--- config.mk ---
export PLATFORM = sky130hd
export DESIGN_NAME = cdpm_ctrl
export DESIGN_NICKNAME = d
export VERILOG_FILES = /design/src/rtl/cdpm_pkg.sv /design/src/rtl/cdpm_ctrl.sv
export VERILOG_INCLUDE_DIRS = /design/src /design/src/rtl
export SDC_FILE = /design/constraint.sdc
export NUM_CORES = 1
export LEC_CHECK = 0
export ABC_CLOCK_PERIOD_IN_PS = 2700
export BUFFER_PORTS_ARGS = -buffer_cell sky130_fd_sc_hd__buf_2
export CAP_MARGIN = 20
export CORE_MARGIN = 1
export CORE_UTILIZATION = 35
export DETAILED_ROUTE_END_ITERATION = 7
export SYNTH_ARGS = -nofsm -noshare
export SYNTH_HDL_FRONTEND = slang
export SYNTH_SLANG_ARGS = --single-unit
--- constraint.sdc ---
create_clock -name clk -period 2.7 [get_ports clk]
set_input_delay 0.54 -clock clk [delete_from_list [all_inputs] [get_ports clk]]
set_output_delay 0.54 -clock clk [all_outputs]
set_load 0.05 [all_outputs]
--- src/rtl/cdpm_params.svh ---
`ifndef CDPM_PARAMS_SVH
`define CDPM_PARAMS_SVH
// register indices (printed offsets); byte address is four times the index
`define CDPM_IDX_POWER_CONTROL 8'h87
`define CDPM_IDX_PORT1_WAKE 8'h91
`define CDPM_IDX_DIV_SELECT 8'hE5
`define CDPM_IDX_APPLY_CMD 8'hE6
`define CDPM_APPLY_CODE 8'h69
`define CDPM_APPLY_RESET 8'h00
`define CDPM_DIV_SELECT_RESET 3'h7
`define CDPM_PORT1_WAKE_RESET 8'h00
`define CDPM_POWER_CONTROL_IDLE_BIT 0
`define CDPM_POWER_CONTROL_STOP_BIT 1
`define CDPM_POWER_CONTROL_FLAG_BIT 2
`define CDPM_FAST_WAKE_CLOCKS 64
`define CDPM_SLOW_WAKE_CLOCKS 5
`define CDPM_FAST_OSC_MHZ 32
`define CDPM_CLK_MHZ 250
`endif

--- src/rtl/cdpm_pkg.sv ---
package cdpm_pkg;
  typedef enum logic [1:0] {
    CDPM_NORMAL = 2'h0,
    CDPM_IDLE = 2'h1,
    CDPM_STOP = 2'h3,
    CDPM_WARMUP = 2'h2
  } cdpm_mode_t;
endpackage

--- src/rtl/cdpm_ctrl.sv ---
// Our own choice: register access over Wishbone.
`timescale 1ns/1ps
`include "cdpm_params.svh"
// Contract
// - divider changes only on apply code write
// - selection held pending until apply
// - codes 0..5 divide by 128..4
// - stop bit enters deep sleep
// - idle bit enters cpu halt
// - port1 wake enable per pin
// - port0 pins always wake
// - wake on either edge
// - deep sleep stops the fast oscillator
// - slow oscillator runs if watchdog always-on
// - deep sleep leaves only on pins
// - halt keeps system clock running
// - halt also leaves on enabled interrupt
// - hardware clears stop bit on wake
// - hardware clears idle bit on wake
// - wake returns to normal mode
// - stop wake waits 64 fast plus 5 slow
// - pin wake raises its request flag
// - deep sleep retains all registers
// - reset enters normal mode
// - divided clock is 32MHz fast oscillator
// - halt gates only cpu clock
module cdpm_ctrl
  import cdpm_pkg::*;
#(
  parameter int PinCount = 8
)(
  input wire logic clk,
  input wire logic rst,
  input wire logic clkEn,
  input wire logic wbCyc,
  input wire logic wbStb,
  input wire logic wbWe,
  input wire logic [9:0] wbAdr,
  input wire logic [3:0] wbSel,
  input wire logic [31:0] wbDatI,
  output logic [31:0] wbDatO,
  output logic wbAck,
  input wire logic [PinCount-1:0] port0Pins,
  input wire logic [PinCount-1:0] port1Pins,
  input wire logic irqPending,
  input wire logic watchdogAlwaysOn,
  input wire logic fastOscTick,
  input wire logic slowOscTick,
  output logic cpuClkEn,
  output logic cpuClkTick,
  output logic periphClkEn,
  output logic fastOscRun,
  output logic slowOscRun,
  output logic pinWakeFlag,
  output logic [2:0] activeDivider,
  output logic [1:0] modeState
);
  localparam int FastWake = `CDPM_FAST_WAKE_CLOCKS;
  localparam int SlowWake = `CDPM_SLOW_WAKE_CLOCKS;

  function automatic logic [6:0] divLimit(input logic [2:0] code);
    case (code)
      3'h0: divLimit = 7'h7F;
      3'h1: divLimit = 7'h3F;
      3'h2: divLimit = 7'h1F;
      3'h3: divLimit = 7'h0F;
      3'h4: divLimit = 7'h07;
      3'h5: divLimit = 7'h03;
      default: divLimit = 7'h7F;
    endcase
  endfunction

  logic [PinCount-1:0] p0Meta_q, p0Sync_q, p0Last_q;
  logic [PinCount-1:0] p1Meta_q, p1Sync_q, p1Last_q;
  logic [2:0] pendDiv_q;
  logic [2:0] actDiv_q;
  logic [7:0] p1Wake_q;
  logic stop_q, idle_q, flag_q;
  logic wakeFlag_q;
  logic ack_q;
  logic [31:0] datO_q;
  cdpm_mode_t mode_q, mode_d;
  logic [6:0] fastCnt_q;
  logic [2:0] slowCnt_q;
  logic [6:0] divCnt_q;
  logic tick_q;
  logic [1:0] prime_q;

  wire busReq = wbCyc && wbStb && !ack_q;
  wire [7:0] regIdx = wbAdr[9:2];
  wire wrEn = busReq && wbWe && wbSel[0] && clkEn;
  wire hitPcon = regIdx == `CDPM_IDX_POWER_CONTROL;
  wire hitP1w = regIdx == `CDPM_IDX_PORT1_WAKE;
  wire hitSel = regIdx == `CDPM_IDX_DIV_SELECT;
  wire hitCmd = regIdx == `CDPM_IDX_APPLY_CMD;
  // reset zeros would look like a change on every high pin, so edges
  // count only once the pin pipeline holds real samples
  wire primed = prime_q == 2'h3;
  // port0 always enabled, port1 gated, any edge
  wire [PinCount-1:0] p0Edge = (p0Sync_q ^ p0Last_q) & {PinCount{primed}};
  wire [PinCount-1:0] p1Edge = (p1Sync_q ^ p1Last_q) & p1Wake_q[PinCount-1:0]
    & {PinCount{primed}};
  wire pinWake = |p0Edge || |p1Edge;
  // only pins leave stop, interrupts also leave idle
  wire stopWake = (mode_q == CDPM_STOP) && pinWake;
  wire idleWake = (mode_q == CDPM_IDLE) && (pinWake || irqPending);
  wire warmDone = (fastCnt_q == 7'(FastWake)) && (slowCnt_q == 3'(SlowWake));
  wire [31:0] rdData =
    hitPcon ? {29'h0, flag_q, stop_q, idle_q} :
    hitP1w ? {24'h0, p1Wake_q} :
    hitSel ? {29'h0, pendDiv_q} : 32'h0;

  always_ff @(posedge clk)
  begin
    if (rst)
    begin
      p0Meta_q <= '0;
      p0Sync_q <= '0;
      p0Last_q <= '0;
      p1Meta_q <= '0;
      p1Sync_q <= '0;
      p1Last_q <= '0;
      prime_q <= 2'h0;
    end
    else if (clkEn)
    begin
      p0Meta_q <= port0Pins;
      p0Sync_q <= p0Meta_q;
      p0Last_q <= p0Sync_q;
      p1Meta_q <= port1Pins;
      p1Sync_q <= p1Meta_q;
      p1Last_q <= p1Sync_q;
      if (prime_q != 2'h3)
        prime_q <= prime_q + 2'h1;
    end
  end

  // bus slave: one-cycle ack, unmapped reads zero, writes ignored
  always_ff @(posedge clk)
  begin
    if (rst)
    begin
      ack_q <= 1'b0;
      datO_q <= 32'h0;
    end
    else if (clkEn)
    begin
      ack_q <= busReq;
      datO_q <= busReq ? rdData : datO_q;
    end
  end

  // registers keep their values in every mode
  always_ff @(posedge clk)
  begin
    if (rst)
    begin
      pendDiv_q <= `CDPM_DIV_SELECT_RESET;
      actDiv_q <= `CDPM_DIV_SELECT_RESET;
      p1Wake_q <= `CDPM_PORT1_WAKE_RESET;
      flag_q <= 1'b0;
    end
    else if (wrEn)
    begin
      if (hitSel)
        pendDiv_q <= wbDatI[2:0];
      if (hitCmd && wbDatI[7:0] == `CDPM_APPLY_CODE)
        actDiv_q <= pendDiv_q;
      if (hitP1w)
        p1Wake_q <= wbDatI[7:0];
      if (hitPcon)
        flag_q <= wbDatI[`CDPM_POWER_CONTROL_FLAG_BIT];
    end
  end

  // hardware clear of mode bits on wake
  always_ff @(posedge clk)
  begin
    if (rst)
    begin
      stop_q <= 1'b0;
      idle_q <= 1'b0;
    end
    else if (clkEn)
    begin
      if (mode_q == CDPM_WARMUP || idleWake)
      begin
        stop_q <= 1'b0;
        idle_q <= 1'b0;
      end
      else if (wrEn && hitPcon && mode_q == CDPM_NORMAL)
      begin
        stop_q <= wbDatI[`CDPM_POWER_CONTROL_STOP_BIT];
        idle_q <= wbDatI[`CDPM_POWER_CONTROL_IDLE_BIT];
      end
    end
  end

  // mode sequence; stop wins over idle
  always_comb
  begin
    mode_d = mode_q;
    case (mode_q)
      CDPM_NORMAL:
        if (stop_q)
          mode_d = CDPM_STOP;
        else if (idle_q)
          mode_d = CDPM_IDLE;
      CDPM_IDLE:
        if (idleWake)
          mode_d = CDPM_NORMAL;
      CDPM_STOP:
        if (stopWake)
          mode_d = CDPM_WARMUP;
      CDPM_WARMUP:
        if (warmDone)
          mode_d = CDPM_NORMAL;
      default:
        mode_d = CDPM_NORMAL;
    endcase
  end

  always_ff @(posedge clk)
  begin
    if (rst)
      mode_q <= CDPM_NORMAL;
    else if (clkEn)
      mode_q <= mode_d;
  end

  // count fast then slow oscillator ticks after stop wake
  always_ff @(posedge clk)
  begin
    if (rst)
    begin
      fastCnt_q <= 7'h0;
      slowCnt_q <= 3'h0;
    end
    else if (clkEn)
    begin
      // cleared outside warmup only while enabled, so a frozen block holds
      if (mode_q != CDPM_WARMUP)
      begin
        fastCnt_q <= 7'h0;
        slowCnt_q <= 3'h0;
      end
      else if (fastCnt_q != 7'(FastWake))
        fastCnt_q <= fastOscTick ? fastCnt_q + 7'h1 : fastCnt_q;
      else if (slowCnt_q != 3'(SlowWake))
        slowCnt_q <= slowOscTick ? slowCnt_q + 3'h1 : slowCnt_q;
    end
  end

  // sticky wake request, cleared by reading power control
  always_ff @(posedge clk)
  begin
    if (rst)
      wakeFlag_q <= 1'b0;
    else if (clkEn)
    begin
      if (stopWake || (mode_q == CDPM_IDLE && pinWake))
        wakeFlag_q <= 1'b1;
      else if (busReq && !wbWe && hitPcon)
        wakeFlag_q <= 1'b0;
    end
  end

  always_ff @(posedge clk)
  begin
    if (rst)
    begin
      divCnt_q <= 7'h0;
      tick_q <= 1'b0;
    end
    else if (clkEn)
    begin
      tick_q <= 1'b0;
      if (fastOscTick && fastOscRun)
      begin
        if (divCnt_q >= divLimit(actDiv_q))
        begin
          divCnt_q <= 7'h0;
          tick_q <= 1'b1;
        end
        else
          divCnt_q <= divCnt_q + 7'h1;
      end
    end
  end

  assign wbAck = ack_q;
  assign wbDatO = datO_q;
  assign cpuClkEn = mode_q == CDPM_NORMAL;
  assign cpuClkTick = tick_q && cpuClkEn;
  assign periphClkEn = mode_q == CDPM_NORMAL || mode_q == CDPM_IDLE;
  assign fastOscRun = mode_q != CDPM_STOP;
  assign slowOscRun = mode_q != CDPM_STOP || watchdogAlwaysOn;
  assign pinWakeFlag = wakeFlag_q;
  assign activeDivider = actDiv_q;
  assign modeState = mode_q;

  a_apply_divider: assert property (@(posedge clk) disable iff (rst)
    wrEn && hitCmd && wbDatI[7:0] == 8'h69 |=> actDiv_q == $past(pendDiv_q))
    else $error("divider not applied");
  a_pending_hold: assert property (@(posedge clk) disable iff (rst)
    !(wrEn && hitCmd) |=> $stable(actDiv_q))
    else $error("divider changed without apply");
  a_bad_apply: assert property (@(posedge clk) disable iff (rst)
    wrEn && hitCmd && wbDatI[7:0] != 8'h69 |=> $stable(actDiv_q))
    else $error("non apply code changed divider");
  a_stop_osc: assert property (@(posedge clk) disable iff (rst)
    mode_q == CDPM_STOP |-> !fastOscRun && !periphClkEn && !cpuClkEn)
    else $error("stop mode clocks running");
  a_slow_osc: assert property (@(posedge clk) disable iff (rst)
    mode_q == CDPM_STOP && !watchdogAlwaysOn |-> !slowOscRun)
    else $error("slow oscillator running in stop");
  a_stop_irq: assert property (@(posedge clk) disable iff (rst)
    mode_q == CDPM_STOP && clkEn && !pinWake |=> mode_q == CDPM_STOP)
    else $error("stop left without pin");
  a_idle_wake: assert property (@(posedge clk) disable iff (rst)
    mode_q == CDPM_IDLE && clkEn && irqPending |=> mode_q == CDPM_NORMAL && !idle_q)
    else $error("idle not left on interrupt");
  a_idle_periph: assert property (@(posedge clk) disable iff (rst)
    mode_q == CDPM_IDLE |-> periphClkEn && fastOscRun && !cpuClkEn)
    else $error("idle gating wrong");
  a_warm_exit: assert property (@(posedge clk) disable iff (rst)
    mode_q == CDPM_WARMUP && !warmDone && clkEn |=> mode_q == CDPM_WARMUP)
    else $error("warmup ended early");
  a_stop_clear: assert property (@(posedge clk) disable iff (rst)
    $fell(mode_q == CDPM_WARMUP) |-> !stop_q && mode_q == CDPM_NORMAL)
    else $error("stop bit not cleared");
  a_stop_wake: assert property (@(posedge clk) disable iff (rst)
    mode_q == CDPM_STOP && clkEn && pinWake |=> mode_q == CDPM_WARMUP)
    else $error("stop not left on pin change");
  a_idle_clear: assert property (@(posedge clk) disable iff (rst)
    mode_q == CDPM_IDLE && clkEn && (pinWake || irqPending) |=> !idle_q)
    else $error("idle bit not cleared");
  a_wake_flag: assert property (@(posedge clk) disable iff (rst)
    clkEn && stopWake |=> wakeFlag_q)
    else $error("wake flag not set");
  a_run_clocks: assert property (@(posedge clk) disable iff (rst)
    mode_q == CDPM_NORMAL || mode_q == CDPM_IDLE |-> fastOscRun && slowOscRun && periphClkEn)
    else $error("clocks stopped while awake");
  a_reset_normal: assert property (@(posedge clk)
    $fell(rst) |-> mode_q == CDPM_NORMAL && actDiv_q == `CDPM_DIV_SELECT_RESET && !stop_q)
    else $error("reset did not give normal mode");
  a_warm_start: assert property (@(posedge clk) disable iff (rst)
    $rose(mode_q == CDPM_WARMUP) |-> fastCnt_q == 7'h0 && slowCnt_q == 3'h0)
    else $error("warmup counters not cleared");
endmodule // cdpm_ctrl

# Word level (Yosys, flattened, before mapping)
# Index checks and enable logic that the tools add are counted.
classes:
  add_sub_neg: 4
  n_lt_le_gt_ge: 1
  n_eq_ne: 26
  n_mux: 29
  bitwise_logic: 5
  n_reduce_logical: 45
op_table:
  columns: ["operator", "count"]
  rows:
  - ["7-bit two-way mux", 7]
  - ["7-bit case mux with 5 select lines", 1]
  - ["8-bit == test, second input constant", 4]
  - ["8-bit AND", 3]
  - ["2-bit AND reduction", 9]
  - ["1-bit logical AND", 16]
  - ["8-bit two-way mux", 2]
  - ["8-bit OR reduction", 2]
  - ["8-bit XOR", 2]
  - ["3-bit two-way mux", 5]
  - ["7-bit by 1-bit adder with 7-bit output, second input constant", 2]
  - ["2-bit != test, second input constant", 7]
  - ["2-bit nonzero test", 6]
  - ["2-bit two-way mux", 5]
  - ["3-bit == test, second input constant", 3]
  - ["8-bit by 7-bit == test with 1-bit output, second input constant", 1]
  - ["1-bit two-way mux", 8]
  - ["2-bit case mux with 4 select lines", 1]
  - ["7-bit == test, second input constant", 1]
  - ["7-bit greater-or-equal comparator", 1]
  - ["7-bit != test, second input constant", 1]
  - ["2-bit == test, second input constant", 3]
  - ["3-bit by 2-bit == test with 1-bit output, second input constant", 2]
  - ["1-bit logical OR", 6]
  - ["other kinds (11)", 12]
totals:
  register_bits: 121
  inputBits: 72
  out_inout_bits: 44
  elab_cells: 131

# Logic depth before layout (Yosys ltp)
# Gate-level depths: netlist of run 1.
logic_depth:
  depth_word: 10
  mapped_depth: 8

# Worst setup path before layout of run 1
# No wires, ideal clock.
synth_path:
  path_kind: "register -> output"
  start: "register mode_q[1], in the netlist modeState[1]"
  end: "output port slowOscRun"
  t_arrival_ns: 1.834
  required_time_ns: 2.160
  slack_ns: 0.326
  stages_incl_launch_ff: 4
  path_buffers: 1
  path_cell_list: "dfxtp_1 clkbuf_1 nand2_1 or2_2"
synth_between:
  elab_chain_cells: 2
synth_rtl:
  columns: ["item", "line", "text"]
  rows:
  - ["start, declared", "cdpm_ctrl.sv:82", "cdpm_mode_t mode_q, mode_d;"]
  - ["start signal, assigned", "cdpm_ctrl.sv:228", "mode_q <= mode_d;"]
  - ["2-bit != test", null, null]
  - ["via fastOscRun", "cdpm_ctrl.sv:52", "output logic fastOscRun,"]
  - ["1-bit logical OR", "cdpm_ctrl.sv:297", "assign slowOscRun = mode_q != CDPM_STOP || watchdogAlwaysOn;"]
  - ["end, declared", "cdpm_ctrl.sv:53", "output logic slowOscRun,"]
# The timed path passes the listed nets, and every way through them passes these cells.

# Final worst setup path of run 1
layout_path:
  start: "register actDiv_q[2], in the netlist activeDivider[2]"
  end: "register divCnt_q[6]"
layout_between:
  elab_chain_cells: 7
layout_rtl:
  columns: ["item", "line", "text"]
  rows:
  - ["start, declared", "cdpm_ctrl.sv:76", "logic [2:0] actDiv_q;"]
  - ["start signal, assigned", "cdpm_ctrl.sv:159", "actDiv_q <= `CDPM_DIV_SELECT_RESET;"]
  - ["start signal, assigned", "cdpm_ctrl.sv:168", "actDiv_q <= pendDiv_q;"]
  - ["3-bit == test (tied with other cells)", "cdpm_ctrl.sv:62", "case (code)"]
  - ["7-bit case mux with 5 select lines (*)", "cdpm_ctrl.sv:62", null]
  - ["7-bit two-way mux (*)", "cdpm_ctrl.sv:278", "if (fastOscTick && fastOscRun)"]
  - ["7-bit two-way mux (*)", "cdpm_ctrl.sv:275", "else if (clkEn)"]
  - ["7-bit two-way mux (*)", "cdpm_ctrl.sv:270", "if (rst)"]
  - ["7-bit greater-or-equal comparator (*)", "cdpm_ctrl.sv:280", "if (divCnt_q >= divLimit(actDiv_q))"]
  - ["7-bit two-way mux (*)", "cdpm_ctrl.sv:280", null]
  - ["end signal, assigned", "cdpm_ctrl.sv:286", "divCnt_q <= divCnt_q + 7'h1;"]
  - ["end, declared", "cdpm_ctrl.sv:85", "logic [6:0] divCnt_q;"]
# Every way passes the cells marked *; elsewhere a longest branch is shown, timed or not. The select of a mux whose other input is x is not followed.
# A chain may end at the register's enable or synchronous reset.

==> run summary, run 1 <==
cell taking the most area after synthesis - sky130_fd_sc_hd__dfxtp_1
gpl congestion - 0.834
relative area change from synthesis to final layout - 15.2%
Clk Tree Root Cell - sky130_fd_sc_hd__clkbuf_16
Clock power frac - 0.420
post-route design area - 5190 um^2
port buffer count - 62
portion of the clock cycle consumed by the worst path in the final layout - 0.812
fin worst setup slack - 0.508 ns
TritonCTS Sinks - 97
final total power - 3.06 mW
count of pins on the block boundary - 116
most used flip-flop cell after synthesis - sky130_fd_sc_hd__dfxtp_1
htree depth - 3
unrepaired setup endpoints after global routing - false
placeable core region - 12600 um^2
Setup crit end kind - register
maximum buffer depth of the clock tree - 2
critical register-to-register path startpoint - activeDivider[2]$_SDFFE_PP1P_
total die area - 13300 um^2
count of endpoints failing hold in the final timing report - 0
Pre-Repair DR Iteration Count - 7
Resize count post-CTS - 0
clock tree from TritonCTS - yes
post-synth design cell area - 4500 um^2
global-route wire length before repair - 15.5 mm
setup repair bufs after CTS - 0
commonest non-fill, non-tap cells in the layout - 97 x sky130_fd_sc_hd__dfxtp_1, 96 x sky130_fd_sc_hd__nor2_1, 61 x sky130_fd_sc_hd__buf_2
global route hottest layer - met2
worst endpoint data arrival time - 2.40 ns
antenna violations before repair - 0
sum of negative setup slack - 0 ns
portion of total power attributed to combinational logic - 0.093
HPWL after DPL - 6.71 mm
endpoints failing setup - 0
type of origin of the critical path - register
Util after Layout - 0.413
number of vias in the routed layout - 3461
DP Worst Slack - 0.319 ns
share of post-route cells with drive strength above 1 - 0.162
number of global-route vias before repair - 3263
number of flops mapped to enable cells by yosys - 0
maximum clock skew at final layout - 0.00792 ns
sequential cell fraction of total power - 0.486
cells on worst reg2reg path - 8
top cells by area, synth - sky130_fd_sc_hd__dfxtp_1 43%, sky130_fd_sc_hd__mux2i_1 13%, sky130_fd_sc_hd__nor2_1 8.0%, sky130_fd_sc_hd__buf_4 4.0%, sky130_fd_sc_hd__ha_1 3.1%
number of cells produced by synthesis - 490
Post-Place Cell Area - 4890 um^2
post-route non-filler standard cell count - 722
ANT cells - 0
switching part of the total power - 0.255
met2 routing resource usage after global routing - 0.250
remaining max-slew budget at the tightest pin - 0.482
Clk pin slew, worst setup/hold paths - 0.07 ns
f_max - 0.456 GHz
synthesized area per cell - 9.19 um^2
number of buffers added by the clock tree synthesis step - 9
fraction of synthesis flops using an asynchronous set or reset pin - 0
layout net count - 628
share of the yosys chip area belonging to registers - 0.431
Reg2Reg Capture Point - divCnt_q[6]$_SDFFE_PP0P_
total power density per cell area - 590 nW/um^2
die width - 115 um
DRC marker count from the first detailed-route iteration - 163
quantity of hold-fixing buffers added after cts - 0
static power due to leakage - 2.26 nW
routed length per instance - 12.8 um
slew at the pin with the worst max-slew slack - 0.778 ns
worst endpoint required time - 2.91 ns
worst setup path class - register to register
max-cap check violation count - 0
terminating pin of the worst hold path - p1Meta_q[7]$_SDFFE_PP0P_
most frequent standard cell in the layout excluding fill and tap cells - sky130_fd_sc_hd__dfxtp_1
total of flip-flops plus latches after synthesis - 97
largest net degree at the start of global routing - 49
total wire length - 9.21 mm
share of the synthesized area in the top cell type - 0.431
global routing met1 resource utilization - 0.187
worst hold slack across all endpoints - 0.435 ns
worst ir drop on vdd - 250 uV
antenna-violating nets left - 0
final max-slew violation count - 0
initial cell density of the core - 0.358
top fanout value on the critical path - 7
Remaining DRCs - 0
total placed cells including tap cells - 706
ratio of routed vias to standard cells - 4.79
Die H - 115 um
clock latency on the worst-skew pair - 0.34 ns
warning count from the yosys run - 0
number of standard-cell rows in the floorplan - 41
hold path start - port1Pins[7]
status - complete, no violations
Tightest Hold Check Type - primary input to register
grt ovf - 0
minimum clock period after layout - 2.19 ns
worst reg2reg setup slack - 0.51 ns
total routing resource utilization after global routing - 0.146
met3 Resource Use GR - 0.0303
switching power total - 0.780 mW
cell depth of the worst hold path - 3
Int Power - 2.28 mW
unique cell type count in the Yosys netlist - 51
-- how the worst max path moves through the flow --
stage	to	slack, ns	depth (start not counted)	startpoint
detailed placement	p1Wake_q[5]$_SDFFE_PP0P_	0.32	6	wbAdr[5]
global placement	p1Wake_q[5]$_SDFFE_PP0P_	0.37	6	wbAdr[5]
floorplan	slowOscRun	0.33	3	modeState[1]$_SDFFE_PP0P_
global route	divCnt_q[6]$_SDFFE_PP0P_	0.29	7	activeDivider[1]$_SDFFE_PP1P_
finish	divCnt_q[6]$_SDFFE_PP0P_	0.51	8	activeDivider[2]$_SDFFE_PP1P_
CTS	divCnt_q[0]$_SDFFE_PP0P_	0.49	8	activeDivider[2]$_SDFFE_PP1P_
-- final cells by class --
class | instances | area (um^2)
timing repair buffer | 66 | 343
tap | 172 | 215
clock inverter | 7 | 76.3
inverter | 14 | 52.6
fill | 1295 | 7380
clock buffer | 9 | 225
sequential | 97 | 1940
multi-input combinational | 357 | 2330
-- kinds of logic (layout without fill, tap and decap cells) --
family,count (synthesis),in the layout,synth area share
AND/OR/NAND/NOR,175,175,0.188
flip-flops,97,97,0.431
AO/OA/AOI/OAI,61,61,0.0956
multiplexers,59,59,0.131
buffers and inverters,59,96,0.0697
XOR/XNOR,27,27,0.0525
adder cells (fa/ha/maj),11,11,0.0306
other,1,24,0.000833
-- power groups by stage --
stage | logic (mW) | registers [mW] | clock network, mW
finish | 0.286 | 1.49 | 1.29
global route | 0.312 | 1.49 | 1.39
CTS | 0.288 | 1.49 | 1.33
detailed placement | 0.287 | 1.52 | 0
global placement | 0.281 | 1.52 | 0
floorplan | 0.233 | 1.53 | 0
-- synthesized netlist by cell type, types with 2 or more instances --
cell,instances
sky130_fd_sc_hd__a21oi_1,12
sky130_fd_sc_hd__buf_1,2
sky130_fd_sc_hd__a21o_1,4
sky130_fd_sc_hd__or2_2,2
sky130_fd_sc_hd__a22oi_1,9
sky130_fd_sc_hd__a31oi_1,4
sky130_fd_sc_hd__buf_4,24
sky130_fd_sc_hd__nor4b_1,2
sky130_fd_sc_hd__and3_1,3
sky130_fd_sc_hd__ha_1,11
sky130_fd_sc_hd__nor3_1,10
sky130_fd_sc_hd__nand2_1,20
sky130_fd_sc_hd__a22o_1,3
sky130_fd_sc_hd__mux2i_1,59
sky130_fd_sc_hd__nor2b_1,5
sky130_fd_sc_hd__nand4_1,5
sky130_fd_sc_hd__nor2_1,96
sky130_fd_sc_hd__clkbuf_1,17
sky130_fd_sc_hd__o21a_1,3
sky130_fd_sc_hd__nor4_1,3
sky130_fd_sc_hd__nand4b_1,3
sky130_fd_sc_hd__inv_1,14
sky130_fd_sc_hd__o21ai_0,7
sky130_fd_sc_hd__nor3b_1,2
sky130_fd_sc_hd__nand3_1,4
sky130_fd_sc_hd__buf_2,2
sky130_fd_sc_hd__a211o_1,6
sky130_fd_sc_hd__or3_1,3
sky130_fd_sc_hd__a221oi_1,2
sky130_fd_sc_hd__nand2b_1,4
sky130_fd_sc_hd__xor2_1,13
sky130_fd_sc_hd__and2_1,3
sky130_fd_sc_hd__o211ai_1,3
sky130_fd_sc_hd__dfxtp_1,97
sky130_fd_sc_hd__and4b_1,2
sky130_fd_sc_hd__a211oi_1,3
sky130_fd_sc_hd__xnor2_1,14
-- sequential cells by signal (all words and copies together) (netlist names), 8 cells and up --
register  cells
p1Meta_q      8
wbDatO        8
p0Last_q      8
p1Wake_q      8
p0Sync_q      8
p1Sync_q      8
p1Last_q      8
p0Meta_q      8
-- per-layer routing --
| layer | up-vias | routed length, um |
|---|---|---|
| li1 | 1758 | - |
| met1 | 1620 | 4450 |
| met2 | 74 | 4380 |
| met3 | 9 | 290 |
| met4 | 0 | 89 |
| met5 | - | 0 |
-- worst max-delay path, stage by stage (launching register included) --
cell and delay, ns:
sky130_fd_sc_hd__dfxtp_1 0.36, sky130_fd_sc_hd__nor2b_1 0.18, sky130_fd_sc_hd__or2_2 0.31, sky130_fd_sc_hd__ha_1 0.30
sky130_fd_sc_hd__o21a_1 0.12, sky130_fd_sc_hd__o21a_1 0.10, sky130_fd_sc_hd__o21ai_0 0.10, sky130_fd_sc_hd__o21bai_1 0.49
sky130_fd_sc_hd__nor2_1 0.10
Power figures use the tool's default switching activity.
==> run 2: changes to the inputs <==
--- a/config.mk
+++ b/config.mk
@@ -6,7 +6,8 @@
 export SDC_FILE = /design/constraint.sdc
 export NUM_CORES = 1
 export LEC_CHECK = 0
-export ABC_CLOCK_PERIOD_IN_PS = 2700
+export ABC_AREA = 1
+export ABC_CLOCK_PERIOD_IN_PS = 2100
 export BUFFER_PORTS_ARGS = -buffer_cell sky130_fd_sc_hd__buf_2
 export CAP_MARGIN = 20
 export CORE_MARGIN = 1
==> constraint.sdc (replaced) <==
create_clock -name clk -period 2.1 [get_ports clk]
set_input_delay 0.42 -clock clk [delete_from_list [all_inputs] [get_ports clk]]
set_output_delay 0.42 -clock clk [all_outputs]
set_load 0.05 [all_outputs]
==> run 2 against run 1 <==
Final cell count up 19%. Worst setup slack got worse by 0.33 ns. Total power up 50%. Maximum frequency grew 14%. Via count is 17% higher.
==> run summary, run 2 <==
status - complete, no violations
share of post-route cells with drive strength above 1 - 0.173 (+0.0111)
most frequent standard cell in the layout excluding fill and tap cells - sky130_fd_sc_hd__dfxtp_1
fin worst setup slack - 0.180 ns (-0.328 ns)
uppermost signal routing layer after detailed routing - met4
leading post-synthesis cells by instance count - 97 x sky130_fd_sc_hd__dfxtp_1, 95 x sky130_fd_sc_hd__nor2_1, 93 x sky130_fd_sc_hd__nand2_1
static power due to leakage - 2.39 nW (+5.5%)
Clk pin slew, worst setup/hold paths - 0.07 ns (about the same)
cells on worst reg2reg path - 11 (+3)
delay-heaviest family, CP - simple AND/OR/NAND/NOR gates
Clk Tree Root Cell - sky130_fd_sc_hd__clkbuf_16
Util after Layout - 0.418 (+0.00504)
share of the synthesized area in the top cell type - 0.422 (-0.00903)
cell taking the most area after synthesis - sky130_fd_sc_hd__dfxtp_1
worst ir drop on vdd - 487 uV (+95%)
terminating pin of the worst hold path - p0Meta_q[1]$_SDFFE_PP0P_
total power density per cell area - 863 nW/um^2 (+46%)
post-route non-filler standard cell count - 860 (+19%)
DRC marker count from the first detailed-route iteration - 190 (+17%)
maximum buffer depth of the clock tree - 2 (unchanged)
minimum clock period after layout - 1.92 ns (-0.272 ns)
warning count from the yosys run - 0 (unchanged)
Max stage delay cell, worst path - sky130_fd_sc_hd__dfxtp_2
total die area - 13600 um^2 (+2.1%)
Post-Place Cell Area - 5020 um^2 (+2.8%)
number of cells on the critical path - 11 (+3)
critical register-to-register path startpoint - activeDivider[2]$_SDFFE_PP1P_
clock tree from TritonCTS - yes
switching part of the total power - 0.334 (+0.0795)
relative area change from synthesis to final layout - 15.6%
worst endpoint required time - 2.37 ns (-0.54 ns)
top fanout value on the critical path - 7 (unchanged)
grt ovf - 0 (unchanged)
ANT cells - 0 (unchanged)
length of routed met2 wiring - 4.80 mm (+9.6%)
routed wire length on met3 - 447 um (+54%)
sequential cell fraction of total power - 0.445 (-0.041)
worst hold slack across all endpoints - 0.291 ns (-0.144 ns)
total routing resource utilization after global routing - 0.154 (+0.00775)
number of global-route vias before repair - 3663 (+12%)
gpl congestion - 0.871 (+4.5%)
worst setup path class - register to register
number of buffers added by the clock tree synthesis step - 9 (unchanged)
number of standard-cell rows in the floorplan - 41 (unchanged)
ratio of routed vias to standard cells - 4.72 (-1.5%)
largest net degree at the start of global routing - 56 (+14%)
DP Worst Slack - 0.0358 ns (-0.284 ns)
post-synth design cell area - 4600 um^2 (+2.1%)
max-cap check violation count - 0 (unchanged)
TritonCTS Sinks - 97 (unchanged)
antenna violations before repair - 0 (unchanged)
count of pins on the block boundary - 116 (unchanged)
Die H - 117 um (+1.0%)
type of origin of the critical path - register
quantity of hold-fixing buffers added after cts - 0 (unchanged)
worst reg2reg setup slack - 0.18 ns (-0.33 ns)
synthesized area per cell - 7.34 um^2 (-20%)
post-route design area - 5320 um^2 (+2.5%)
total placed cells including tap cells - 845 (+20%)
die width - 117 um (+1.0%)
placeable core region - 12700 um^2 (+1.2%)
number of cells produced by synthesis - 627 (+28%)
endpoints failing setup - 0 (unchanged)
hold path start - port0Pins[1]
Reg2Reg Capture Point - divCnt_q[2]$_SDFFE_PP0P_
count of endpoints failing hold in the final timing report - 0 (unchanged)
Tightest Hold Check Type - primary input to register
number of vias in the routed layout - 4059 (+17%)
number of flops mapped to enable cells by yosys - 0 (unchanged)
antenna-violating nets left - 0 (unchanged)
final total power - 4.59 mW (+50%)
total of flip-flops plus latches after synthesis - 97 (unchanged)
routed length per instance - 11.5 um (-9.7%)
portion of the clock cycle consumed by the worst path in the final layout - 0.914 (+0.102)
fraction of synthesis flops using an asynchronous set or reset pin - 0 (unchanged)
Setup crit end kind - register
commonest non-fill, non-tap cells in the layout - 96 x sky130_fd_sc_hd__dfxtp_1, 94 x sky130_fd_sc_hd__nor2_1, 91 x sky130_fd_sc_hd__nand2_1
total routed wire length on the met1 layer - 4.55 mm (+2.2%)
htree depth - 3 (unchanged)
Clock power frac - 0.342 (-0.078)
unique cell type count in the Yosys netlist - 41 (-20%)
initial cell density of the core - 0.362 (+0.00324)
clock latency on the worst-skew pair - 0.35 ns (about the same)
largest incremental delay on the critical path - 0.35 ns (-0.14 ns)
most frequently used cell type in the post-synthesis netlist - sky130_fd_sc_hd__dfxtp_1
Int Power - 3.05 mW (+34%)
Pre-Repair DR Iteration Count - 4 (-3)
f_max - 0.521 GHz (+14%)
slew at the pin with the worst max-slew slack - 0.576 ns (-0.202 ns)
HPWL after DPL - 7.04 mm (+5.0%)
worst endpoint data arrival time - 2.19 ns (-0.21 ns)
combined buffer and inverter count along the critical path - 2 (+2)
most repeated library cell on the critical path - sky130_fd_sc_hd__inv_1
total wire length - 9.91 mm (+7.6%)
sum of negative setup slack - 0 ns (unchanged)
maximum clock skew at final layout - 0.00586 ns (-0.00206 ns)
Remaining DRCs - 0 (unchanged)
share of the yosys chip area belonging to registers - 0.422 (-0.00903)
port buffer count - 62 (unchanged)
setup repair bufs after CTS - 0 (unchanged)
remaining max-slew budget at the tightest pin - 0.616 (+0.134)
portion of total power attributed to combinational logic - 0.213 (+0.120)
startpoint of the most critical setup path - activeDivider[2]$_SDFFE_PP1P_
cells along the critical path - inv_1 -> nor2_2 -> inv_1 -> nor2_1 -> ha_1 -> a31o_1 -> nand4_1 -> o211ai_1 -> o21ai_2 -> nand2_2 -> nor3b_2
final max-slew violation count - 0 (unchanged)
top cells by area, synth - sky130_fd_sc_hd__dfxtp_1 42%, sky130_fd_sc_hd__nor2_1 7.8%, sky130_fd_sc_hd__o21ai_0 7.6%, sky130_fd_sc_hd__nand2_1 7.6%, sky130_fd_sc_hd__a21oi_1 5.8%
most used flip-flop cell after synthesis - sky130_fd_sc_hd__dfxtp_1
switching power total - 1.53 mW (+97%)
layout net count - 767 (+22%)
cell depth of the worst hold path - 3 (unchanged)
global-route wire length before repair - 16.4 mm (+5.7%)
## run 2: logic make-up after synthesis
kind of cell	Yosys count	synth area share
AND/OR/NAND/NOR	259	0.255
AO/OA/AOI/OAI	142	0.165
buffers and inverters	111	0.116
flip-flops	97	0.422
adder cells (fa/ha/maj)	11	0.0299
XOR/XNOR	6	0.0114
other	1	0.000815
## run 2: area by class of cell
class	count	area, um^2
Clock buffer	10	239
Clock inverter	5	38.8
Fill cell	1325	7410
Inverter	64	240
Multi-Input combinational cell	442	2230
Sequential cell	97	1940
Tap cell	172	215
Timing Repair Buffer	70	408
## run 2: worst min-delay path, cell delays in order
cell and delay [ns]:
sky130_fd_sc_hd__buf_2 0.07, sky130_fd_sc_hd__nor2_1 0.03, sky130_fd_sc_hd__nor2_1 0.08
## run 2: power groups by stage
stage | clock network [mW] | registers [mW] | logic, mW
final | 1.57 | 2.04 | 0.977
after global routing | 1.69 | 2.06 | 1.08
after CTS | 1.63 | 2.04 | 0.980
after detailed placement | 0 | 2.08 | 0.975
after global placement | 0 | 2.08 | 0.950
after floorplan | 0 | 2.16 | 0.696
## run 2: layer usage
metal  up-vias  GRT usage
li1       2125          -
met1      1845      0.184
met2        80      0.264
met3         9     0.0400
met4         0     0.0616
met5         -          0
## run 2: timing repair
| action | CTS | global route |
|---|---|---|
| setup endpoints to repair | 1 | 7 |
| gates resized for setup | 1 | 3 |
| endpoints found under the hold margin | 0 | 0 |
## run 2: worst max path at each step
stage                                end  slack [ns]
5_1_grt         divCnt_q[2]$_SDFFE_PP0P_     -0.0007
6_report        divCnt_q[2]$_SDFFE_PP0P_        0.18
3_3_place_gp    divCnt_q[2]$_SDFFE_PP0P_        0.13
2_1_floorplan  modeState[1]$_SDFFE_PP0P_      -0.002
3_5_place_dp    divCnt_q[2]$_SDFFE_PP0P_        0.04
4_1_cts         divCnt_q[2]$_SDFFE_PP0P_        0.04
